$ cat src/rtl/sdl_pkg.sv
package sdl_pkg;

    localparam int         SDL_WORD_BITS  = 8;
    localparam logic [7:0] SDL_CHECK_POLY = 8'h07;
    localparam logic [7:0] SDL_CHECK_INIT = 8'h00;

    typedef enum logic [3:0] {
        SDL_CHK_IDLE   = 4'b0001,
        SDL_CHK_ARMED  = 4'b0010,
        SDL_CHK_LOADED = 4'b0100,
        SDL_CHK_XFER   = 4'b1000
    } sdl_chk_e;

    // one word into a check accumulator, msb first
    function automatic logic [7:0] sdl_check_step(input logic [7:0] acc,
                                                   input logic [7:0] word);
        logic [7:0] c;
        c = acc;
        for (int i = 7; i >= 0; i--) begin
            if (c[7] ^ word[i]) begin
                c = {c[6:0], 1'b0} ^ SDL_CHECK_POLY;
            end else begin
                c = {c[6:0], 1'b0};
            end
        end
        return c;
    endfunction : sdl_check_step

endpackage : sdl_pkg
$ cat src/rtl/sdl_link_if.sv
`timescale 1ns/1ns
`default_nettype none
interface sdl_link_if #(parameter int W = 8);
    logic         enable;
    logic         master;
    logic         tx_valid;
    logic [W-1:0] tx_word;
    logic         tx_take;
    logic         word_done;
    logic [W-1:0] rx_word;
    logic         in_word;
    logic         sel_low;

    modport core (output enable, master, tx_valid, tx_word,
                  input  tx_take, word_done, rx_word, in_word, sel_low);
    modport link (input  enable, master, tx_valid, tx_word,
                  output tx_take, word_done, rx_word, in_word, sel_low);
endinterface : sdl_link_if
`default_nettype wire

$ cat src/rtl/sdl_core.sv
`timescale 1ns/1ns
`default_nettype none
// Overview of operation
// software resets checks: disable, toggle enable, enable
// tx empty with enable raises tx dma request
// rx full with enable raises rx dma request
// separate enables gate tx and rx requests
// check word exchanged automatically after dma data
// full duplex: software waits rx, tx, busy
// master rx-only: software waits n-1, one period
// slave rx-only disable waits for word end
// tx empty set when free, cleared by write
// rx full until word read from data
// busy from hardware, low in master rx-only
// busy clears at end, disable, master fault
// master continuous busy high, slave gaps low
// select low while master sets fault flag
// fault clears enable and master select
// fault cleared by status access then ctrl write
// while fault, enable and master sets ignored
// word into full buffer sets overrun flag
// overrun keeps old word, discards later ones
// overrun cleared by data read, status read
// received check differing sets mismatch flag
// mismatch cleared only by writing zero
// check enable set resets both accumulators
// one interrupt from flags and their enables
module sdl_core #(
    parameter int WORD_BITS = sdl_pkg::SDL_WORD_BITS
) (
    // clock and reset
    input  wire logic                 ref_clk,
    input  wire logic                 reset,
    input  wire logic                 clk_en,
    // serial pins
    input  wire logic                 sck_pin,
    input  wire logic                 slave_select_pin,
    input  wire logic                 sdi_pin,
    output logic                      sdo_o,
    output logic                      sdo_oe,
    // control register one writes and mode levels
    input  wire logic                 ctrl1_wr,
    input  wire logic                 ctrl1_enable_wdata,
    input  wire logic                 ctrl1_master_wdata,
    input  wire logic                 ctrl1_check_wdata,
    input  wire logic                 hw_select_mode,
    input  wire logic                 internal_select_level,
    input  wire logic                 rx_only_mode,
    // control register two levels
    input  wire logic                 tx_dma_req_enable,
    input  wire logic                 rx_dma_req_enable,
    input  wire logic                 error_irq_enable,
    input  wire logic                 tx_empty_irq_enable,
    input  wire logic                 rx_full_irq_enable,
    // data and status access
    input  wire logic                 data_wr,
    input  wire logic [WORD_BITS-1:0] data_wdata,
    input  wire logic                 data_rd,
    output logic      [WORD_BITS-1:0] data_rdata,
    input  wire logic                 status_rd,
    input  wire logic                 status_wr,
    input  wire logic                 status_wr_mismatch,
    // dma
    output logic                      tx_dma_req,
    output logic                      rx_dma_req,
    input  wire logic                 dma_last_word,
    // state
    output logic                      interface_enable_bit,
    output logic                      master_select_bit,
    output logic                      check_calc_enable,
    output logic                      tx_buffer_empty_flag,
    output logic                      rx_buffer_full_flag,
    output logic                      transfer_busy_flag,
    output logic                      master_fault_flag,
    output logic                      overrun_flag,
    output logic                      check_mismatch_flag,
    output logic      [7:0]           tx_check_value,
    output logic      [7:0]           rx_check_value,
    output logic                      spi_irq
);
    import sdl_pkg::*;

    if (WORD_BITS != 8) begin : g_bad_width
        $error("sdl_core: check logic serves 8-bit words only");
    end

    sdl_link_if #(.W(WORD_BITS)) lk ();

    sdl_link_track #(.W(WORD_BITS)) u_link (
        .ref_clk          (ref_clk),
        .reset            (reset),
        .clk_en           (clk_en),
        .sck_pin          (sck_pin),
        .slave_select_pin (slave_select_pin),
        .sdi_pin          (sdi_pin),
        .sdo_o            (sdo_o),
        .sdo_oe           (sdo_oe),
        .lk               (lk)
    );

    logic                 en,        next_en;
    logic                 ms,        next_ms;
    logic                 chk_en,    next_chk_en;
    logic                 off_pend,  next_off_pend;
    logic                 tx_full,   next_tx_full;
    logic [WORD_BITS-1:0] tx_buf,    next_tx_buf;
    logic                 rx_full,   next_rx_full;
    logic [WORD_BITS-1:0] rx_buf,    next_rx_buf;
    logic                 fault,     next_fault;
    logic                 stat_seen, next_stat_seen;
    logic                 ovr,       next_ovr;
    logic                 rd_seen,   next_rd_seen;
    logic                 mism,      next_mism;
    logic [7:0]           tx_acc,    next_tx_acc;
    logic [7:0]           rx_acc,    next_rx_acc;
    logic                 busy,      next_busy;
    sdl_chk_e             chk,       next_chk;
    logic                 fault_cond;

    // select seen low while acting as master
    assign fault_cond = en & ms & (hw_select_mode ? lk.sel_low
                                                  : ~internal_select_level);

    always_comb begin
        next_en        = en;
        next_ms        = ms;
        next_chk_en    = chk_en;
        next_off_pend  = off_pend;
        next_tx_full   = tx_full;
        next_tx_buf    = tx_buf;
        next_rx_full   = rx_full;
        next_rx_buf    = rx_buf;
        next_fault     = fault;
        next_stat_seen = stat_seen;
        next_ovr       = ovr;
        next_rd_seen   = rd_seen;
        next_mism      = mism;
        next_tx_acc    = tx_acc;
        next_rx_acc    = rx_acc;
        next_chk       = chk;

        // control register one
        if (fault && (status_rd || status_wr)) begin
            next_stat_seen = 1'b1;
        end
        if (ctrl1_wr) begin
            if (stat_seen) begin
                next_fault     = 1'b0;
                next_stat_seen = 1'b0;
            end
            next_en = ctrl1_enable_wdata & ~fault;
            next_ms = ctrl1_master_wdata & ~fault;
            next_off_pend = 1'b0;
            // slave receive-only stops only at word boundary
            if (en && !ctrl1_enable_wdata && !ms && rx_only_mode
                    && lk.in_word) begin
                next_en       = 1'b1;
                next_off_pend = 1'b1;
            end
            next_chk_en = ctrl1_check_wdata;
            if (ctrl1_check_wdata && !chk_en) begin
                next_tx_acc = SDL_CHECK_INIT;
                next_rx_acc = SDL_CHECK_INIT;
            end
        end else if (off_pend && !lk.in_word) begin
            next_en       = 1'b0;
            next_off_pend = 1'b0;
        end
        if (fault_cond) begin
            next_fault    = 1'b1;
            next_en       = 1'b0;
            next_ms       = 1'b0;
            next_off_pend = 1'b0;
        end

        // transmit side
        if (lk.tx_take) begin
            next_tx_full = 1'b0;
            if (chk != SDL_CHK_LOADED) begin
                next_tx_acc = sdl_check_step(tx_acc, tx_buf);
            end
        end
        if (data_wr) begin
            next_tx_full = 1'b1;
            next_tx_buf  = data_wdata;
        end

        // receive side
        if (data_rd) begin
            next_rx_full = 1'b0;
            next_rd_seen = 1'b1;
        end
        if (status_rd && rd_seen) begin
            next_ovr     = 1'b0;
            next_rd_seen = 1'b0;
        end
        if (status_wr && !status_wr_mismatch) begin
            next_mism = 1'b0;
        end
        if (lk.word_done && chk != SDL_CHK_XFER) begin
            next_rx_acc = sdl_check_step(rx_acc, lk.rx_word);
            if (rx_full || ovr) begin
                next_ovr = rx_full | ovr;
            end else begin
                next_rx_full = 1'b1;
                next_rx_buf  = lk.rx_word;
            end
        end

        // automatic check word exchange
        unique case (chk)
            SDL_CHK_IDLE: begin
                if (dma_last_word && chk_en
                        && (tx_dma_req_enable || rx_dma_req_enable)) begin
                    next_chk = SDL_CHK_ARMED;
                end
            end
            SDL_CHK_ARMED: begin
                if (!tx_full && !data_wr) begin
                    next_tx_full = 1'b1;
                    next_tx_buf  = tx_acc;
                    next_chk     = SDL_CHK_LOADED;
                end
            end
            SDL_CHK_LOADED: begin
                if (lk.tx_take) begin
                    next_chk = SDL_CHK_XFER;
                end
            end
            SDL_CHK_XFER: begin
                if (lk.word_done) begin
                    if (lk.rx_word != rx_acc) begin
                        next_mism = 1'b1;
                    end
                    next_chk = SDL_CHK_IDLE;
                end
            end
            default: next_chk = SDL_CHK_IDLE;
        endcase
        if (!en) begin
            next_chk = SDL_CHK_IDLE;
        end
    end

    // busy: master outside rx-only holds while words queue, slave only inside a word
    always_comb begin
        if (!en || fault_cond) begin
            next_busy = 1'b0;
        end else if (ms) begin
            next_busy = ~rx_only_mode & (tx_full | lk.in_word);
        end else begin
            next_busy = lk.in_word;
        end
    end

    always_ff @(posedge ref_clk or posedge reset) begin
        if (reset) begin
            en        <= 1'b0;
            ms        <= 1'b0;
            chk_en    <= 1'b0;
            off_pend  <= 1'b0;
            tx_full   <= 1'b0;
            tx_buf    <= '0;
            rx_full   <= 1'b0;
            rx_buf    <= '0;
            fault     <= 1'b0;
            stat_seen <= 1'b0;
            ovr       <= 1'b0;
            rd_seen   <= 1'b0;
            mism      <= 1'b0;
            tx_acc    <= SDL_CHECK_INIT;
            rx_acc    <= SDL_CHECK_INIT;
            busy      <= 1'b0;
            chk       <= SDL_CHK_IDLE;
        end else if (clk_en) begin
            en        <= next_en;
            ms        <= next_ms;
            chk_en    <= next_chk_en;
            off_pend  <= next_off_pend;
            tx_full   <= next_tx_full;
            tx_buf    <= next_tx_buf;
            rx_full   <= next_rx_full;
            rx_buf    <= next_rx_buf;
            fault     <= next_fault;
            stat_seen <= next_stat_seen;
            ovr       <= next_ovr;
            rd_seen   <= next_rd_seen;
            mism      <= next_mism;
            tx_acc    <= next_tx_acc;
            rx_acc    <= next_rx_acc;
            busy      <= next_busy;
            chk       <= next_chk;
        end
    end

    assign lk.enable   = en;
    assign lk.master   = ms;
    assign lk.tx_valid = tx_full;
    assign lk.tx_word  = tx_buf;

    assign tx_dma_req = en & tx_dma_req_enable & ~tx_full
                      & (chk == SDL_CHK_IDLE);
    assign rx_dma_req = en & rx_dma_req_enable & rx_full;
    assign spi_irq    = (tx_empty_irq_enable & ~tx_full)
                      | (rx_full_irq_enable & rx_full)
                      | (error_irq_enable & (fault | ovr | mism));

    assign data_rdata           = rx_buf;
    assign interface_enable_bit = en;
    assign master_select_bit    = ms;
    assign check_calc_enable    = chk_en;
    assign tx_buffer_empty_flag = ~tx_full;
    assign rx_buffer_full_flag  = rx_full;
    assign transfer_busy_flag   = busy;
    assign master_fault_flag    = fault;
    assign overrun_flag         = ovr;
    assign check_mismatch_flag  = mism;
    assign tx_check_value       = tx_acc;
    assign rx_check_value       = rx_acc;
endmodule : sdl_core
`default_nettype wire

$ cat src/rtl/sdl_link_track.sv
`timescale 1ns/1ns
`default_nettype none
module sdl_link_track #(
    parameter int W = 8
) (
    // clock and reset
    input  wire logic ref_clk,
    input  wire logic reset,
    input  wire logic clk_en,
    // serial pins
    input  wire logic sck_pin,
    input  wire logic slave_select_pin,
    input  wire logic sdi_pin,
    output logic      sdo_o,
    output logic      sdo_oe,
    // toward the core
    sdl_link_if.link  lk
);
    import sdl_pkg::*;
    localparam int CW = $clog2(W);

    logic [2:0]    sck_q,  next_sck_q;
    logic [1:0]    sel_q,  next_sel_q;
    logic [1:0]    sdi_q,  next_sdi_q;
    logic [CW-1:0] cnt,    next_cnt;
    logic [W-1:0]  rx_sh,  next_rx_sh;
    logic [W-1:0]  tx_sh,  next_tx_sh;
    logic          loaded, next_loaded;
    logic          done,   next_done;
    logic          oe,     next_oe;
    logic          rise, fall, active, take;

    if (W < 2) begin : g_bad_width
        $error("sdl_link_track: W must be at least 2");
    end

    // edges only from the second stage onward
    assign rise   = sck_q[1] & ~sck_q[2];
    assign fall   = ~sck_q[1] & sck_q[2];
    assign active = lk.enable & (lk.master | ~sel_q[1]);
    assign take   = active & ~loaded & lk.tx_valid & (cnt == '0) & ~rise;

    always_comb begin
        next_sck_q  = {sck_q[1:0], sck_pin};
        next_sel_q  = {sel_q[0], slave_select_pin};
        next_sdi_q  = {sdi_q[0], sdi_pin};
        next_cnt    = cnt;
        next_rx_sh  = rx_sh;
        next_tx_sh  = tx_sh;
        next_loaded = loaded;
        next_done   = 1'b0;
        next_oe     = active;
        if (!active) begin
            next_cnt    = '0;
            next_loaded = 1'b0;
        end else begin
            if (take) begin
                next_tx_sh  = lk.tx_word;
                next_loaded = 1'b1;
            end
            if (rise) begin
                next_rx_sh = {rx_sh[W-2:0], sdi_q[1]};
                if (cnt == CW'(W - 1)) begin
                    next_cnt    = '0;
                    next_done   = 1'b1;
                    next_loaded = 1'b0;
                end else begin
                    next_cnt = cnt + 1'b1;
                end
            end
            if (fall && cnt != '0) begin
                next_tx_sh = {tx_sh[W-2:0], 1'b0};
            end
        end
    end

    always_ff @(posedge ref_clk or posedge reset) begin
        if (reset) begin
            sck_q  <= '0;
            sel_q  <= 2'h3;
            sdi_q  <= '0;
            cnt    <= '0;
            rx_sh  <= '0;
            tx_sh  <= '0;
            loaded <= 1'b0;
            done   <= 1'b0;
            oe     <= 1'b0;
        end else if (clk_en) begin
            sck_q  <= next_sck_q;
            sel_q  <= next_sel_q;
            sdi_q  <= next_sdi_q;
            cnt    <= next_cnt;
            rx_sh  <= next_rx_sh;
            tx_sh  <= next_tx_sh;
            loaded <= next_loaded;
            done   <= next_done;
            oe     <= next_oe;
        end
    end

    assign lk.tx_take   = take & clk_en;
    assign lk.word_done = done;
    assign lk.rx_word   = rx_sh;
    assign lk.in_word   = (cnt != '0);
    assign lk.sel_low   = ~sel_q[1];
    assign sdo_o        = tx_sh[W-1];
    assign sdo_oe       = oe;
endmodule : sdl_link_track
`default_nettype wire

$ cat config.mk
export PLATFORM = sky130hd
export DESIGN_NAME = sdl_core
export DESIGN_NICKNAME = d
export VERILOG_FILES = /design/src/rtl/sdl_pkg.sv /design/src/rtl/sdl_link_if.sv /design/src/rtl/sdl_core.sv /design/src/rtl/sdl_link_track.sv
export SDC_FILE = /design/constraint.sdc
export NUM_CORES = 1
export LEC_CHECK = 0
export BUFFER_PORTS_ARGS = -buffer_cell sky130_fd_sc_hd__buf_2
export CELL_PAD_IN_SITES_DETAIL_PLACEMENT = 0
export CELL_PAD_IN_SITES_GLOBAL_PLACEMENT = 2
export CORE_MARGIN = 3
export CORE_UTILIZATION = 32
export DETAILED_ROUTE_END_ITERATION = 16
export GPL_TIMING_DRIVEN = 1
export PLACE_DENSITY_LB_ADDON = 0.12
export SYNTH_ARGS = -nofsm -noshare
export SYNTH_HDL_FRONTEND = slang
export SYNTH_SLANG_ARGS = --single-unit
$ cat constraint.sdc
create_clock -name ref_clk -period 2.1 [get_ports ref_clk]
set_input_delay 0.315 -clock ref_clk [delete_from_list [all_inputs] [get_ports ref_clk]]
set_output_delay 0.315 -clock ref_clk [all_outputs]
set_load 0.005 [all_outputs]
==> results.py <==
metrics = {
    "run_status": {
        "outcome": "finished clean",
    },
    "global_route": {
        "grt_max_degree": 48,
        "antenna_found_initial": 0,
        "grtUsageTotal": 0.161,
        "grt-ovfl-total": 0,
        "grt_pass1_wl_mm": 17.0,
        "grt_pass1_vias": 3176,
    },
    "clock_network": {
        "clkSinkCount": 77,
        "h-tree-depth": 3,
        "cts.clk_slew.worst_paths_ns": 0.06,
        "numCtsBuffers": 9,
        "cts_tree": "built",
        "insertion_delay_ns": 0.34,
        "clockBufferDepth": 2,
        "cts_root_buf": "clkbuf_16",
    },
    "place": {
        "port-buffer-count": 69,
        "dpl_worst_slack_ns": 0.0675,
        "gp_congestion": 0.770,
        "place_hpwl_mm": 7.67,
    },
    "timing": {
        "fin_ws_ns": 0.0921,
        "finClkSkew_ns": 0.00838,
        "setup_violations": 0,
        "drv_slew": 0,
        "rsz0062_at_grt": "yes",
        "hold_viol_final": 0,
        "max_freq_ghz": 0.498,
        "whs_ns": 0.213,
        "worst_slew_pin_slew_ns": 0.443,
        "finalSetupTns_ns": 0,
        "layout_min_cycle_time_ns": 2.01,
        "period_share": 0.956,
        "slew_headroom": 0.704,
    },
    "synth": {
        "synthAdderAreaFrac": 0.0191,
        "synthFlopType": "dfrtp_1",
        "syn-cell-area_sq_mm": 0.00394,
        "synth-simple-area-share": 0.149,
        "ys_async_sr_fraction": 1.00,
        "syn_nets": 420,
        "syn_avg_cell_area_sq_um": 10.3,
        "synthXorXnorAreaFrac": 0.104,
        "synth_compound_area_frac": 0.135,
        "syn_inst": 382,
        "ys.warnings.count": 0,
        "synth_top_family_by_area": "simple AND/OR/NAND/NOR gates",
        "synth-edff-count": 0,
        "muxShareOfSynthArea": 0.0744,
        "ys_types": 51,
        "seq_area_frac_synth": 0.490,
        "ys_seq_elements": 77,
    },
    "routing": {
        "viasPerCell": 5.02,
        "wl_mm": 10.3,
        "drt_iter0_markers": 136,
        "wire_per_inst_microns": 16.6,
        "via_count": 3120,
        "drc": 0,
        "drt_pre_antenna_iters": 4,
        "detail-route-antenna-nets": 0,
    },
    "floorplan": {
        "dieWidth_microns": 117,
        "die_area_sq_mm": 0.0137,
        "die_h_microns": 117,
        "start_util": 0.336,
        "fp-row-count": 39,
        "pin_count": 70,
        "core_sq_mm": 0.0117,
    },
    "critical_path": {
        "crit_type": "flip-flop to output pin",
        "cp-end-kind": "output pin",
        "worstPathRequired_ns": 1.78,
        "worstPathArrival_ns": 1.69,
        "cp_max_fo": 5,
        "start_kind": "flip-flop",
    },
    "pwr": {
        "finalPower_mw": 4.80,
        "ir_worst_vdd_v": 0.000379,
        "power-per-cell-area_mw_per_mm2": 972,
        "cellLeakagePower_nw": 2.45,
    },
    "cells_and_area": {
        "drive_gt1_frac": 0.299,
        "fillerInstances": 1184,
        "nNetsFinal": 512,
        "syn2layout_area_growth_pct": 25.5,
        "num_antenna_cells": 0,
    },
    "job": {
        "cap_viol_max_count": 0,
    },
    "worst_hold_path": {
        "hold_path_class": "input port to flip-flop",
    },
}
cell families after synthesis:
kind of cell    Yosys count
compound gates           82
xor+xnor                 42
fa+ha+maj                 6
buf+inv                  28
flops                    77
mux                      27
simple gates            120
metrics by stage:
step	utilization	cells	cell area, sq um
after CTS	0.418	621	4900
after floorplan	-	382	3940
after global placement	0.394	604	4610
after detailed placement	0.394	604	4610
after global routing	0.422	622	4940
final	0.422	622	4940
cell usage after synthesis (all sizes together) (3+ instances only):
cell,count,area share
a211o,4,0.0089
a21oi,25,0.036
a221o,3,0.0076
a22o,4,0.0089
and2,3,0.0048
and3,10,0.016
buf,5,0.0064
clkbuf,9,0.0086
dfrtp,74,0.47
dfstp,3,0.020
ha,6,0.019
inv,13,0.012
mux2,18,0.051
mux2i,9,0.023
nand2,43,0.041
nand2b,4,0.0064
nand3,10,0.013
nor2,27,0.026
nor4,6,0.0095
o21ai,19,0.024
o22ai,9,0.014
o31ai,4,0.0076
or2,3,0.0048
or3,4,0.0064
xnor2,30,0.067
xnor3,3,0.017
xor2,9,0.020
registers in the layout (all words and copies together) (netlist names), 4 cells and up:
register           count
u_link.lk.rx_word      8
chk                    4
data_rdata             8
tx_check_value         8
rx_check_value         8
lk.tx_word             8
u_link.tx_sh           8
final timing paths:
| path | slack (ns) | depth (start not counted) | from | to |
|---|---|---|---|---|
| worst max-delay path | 0.09 | 5 | chk[0]$_DFFE_PP1P_ | tx_dma_req |
| worst min-delay path | 0.21 | 2 | sck_pin | u_link.sck_q[0]$_DFFE_PP0P_ |
| worst max register to register | 0.15 | 5 | chk[2]$_DFFE_PP0P_ | chk[1]$_DFFE_PP0P_ |
| worst min register to register | 0.47 | 2 | u_link.sdi_q[1]$_DFFE_PP0P_ | u_link.lk.rx_word[0]$_DFFE_PP0P_ |
| max in group asynchronous | 0.99 | 4 | reset | u_link.sel_q[0]$_DFFE_PP1P_ |
| min in group asynchronous | 0.50 | 3 | reset | u_link.tx_sh[7]$_DFFE_PP0P_ |
per-layer routing:
layer,wire [microns],share of wire,track usage,vias up
li1,-,-,-,1538
met5,0,0,0,-
met2,4380,0.43,0.230,65
met4,117,0.011,0.0466,0
met1,5340,0.52,0.243,1510
met3,468,0.045,0.0386,7
worst max-delay path, cell delays in order (launching register included):
cell,delay (ns)
dfstp_2,0.58
inv_2,0.06
nor4_4,0.30
buf_4,0.17
and3_1,0.14
buf_2,0.10
report_power, final:
part	total, mW	leakage, nW	internal, mW	switching (mW)
sequential	2.01	0.997	1.74	0.269
combinational	1.34	1.33	0.675	0.668
clock	1.45	0.128	0.833	0.618
total	4.80	2.45	3.25	1.55
area by class of cell:
class	instances	area (sq um)	share of cell area
sequential	77	1930	0.391
multi-input combinational	277	1930	0.390
timing repair buffer	95	568	0.115
clock buffer	11	243	0.0491
tap	143	179	0.0362
inverter	14	56.3	0.0114
clock inverter	5	36.3	0.00735
cell usage in the layout (no fill, tap or decap), types with 5 or more instances in the layout:
cell and n:
a21oi_1 23, and3_1 10, buf_2 69, buf_4 23
clkbuf_16 9, dfrtp_1 74, ha_1 6, inv_1 11
mux2_2 18, mux2i_1 9, nand2_1 43, nand3_1 10
nor2_1 26, nor4_1 5, o21ai_0 16, o22ai_1 9
xnor2_1 30, xor2_1 9
repair_timing:
item | 4_1_cts | 5_1_grt
hold buffers | 1 | 0
buffers inserted | 0 | 1
endpoints found under the hold margin | 13 | 0
resized for setup | 0 | 8
setup endpoints to repair | 0 | 12
(Power assumes the default switching activity.)
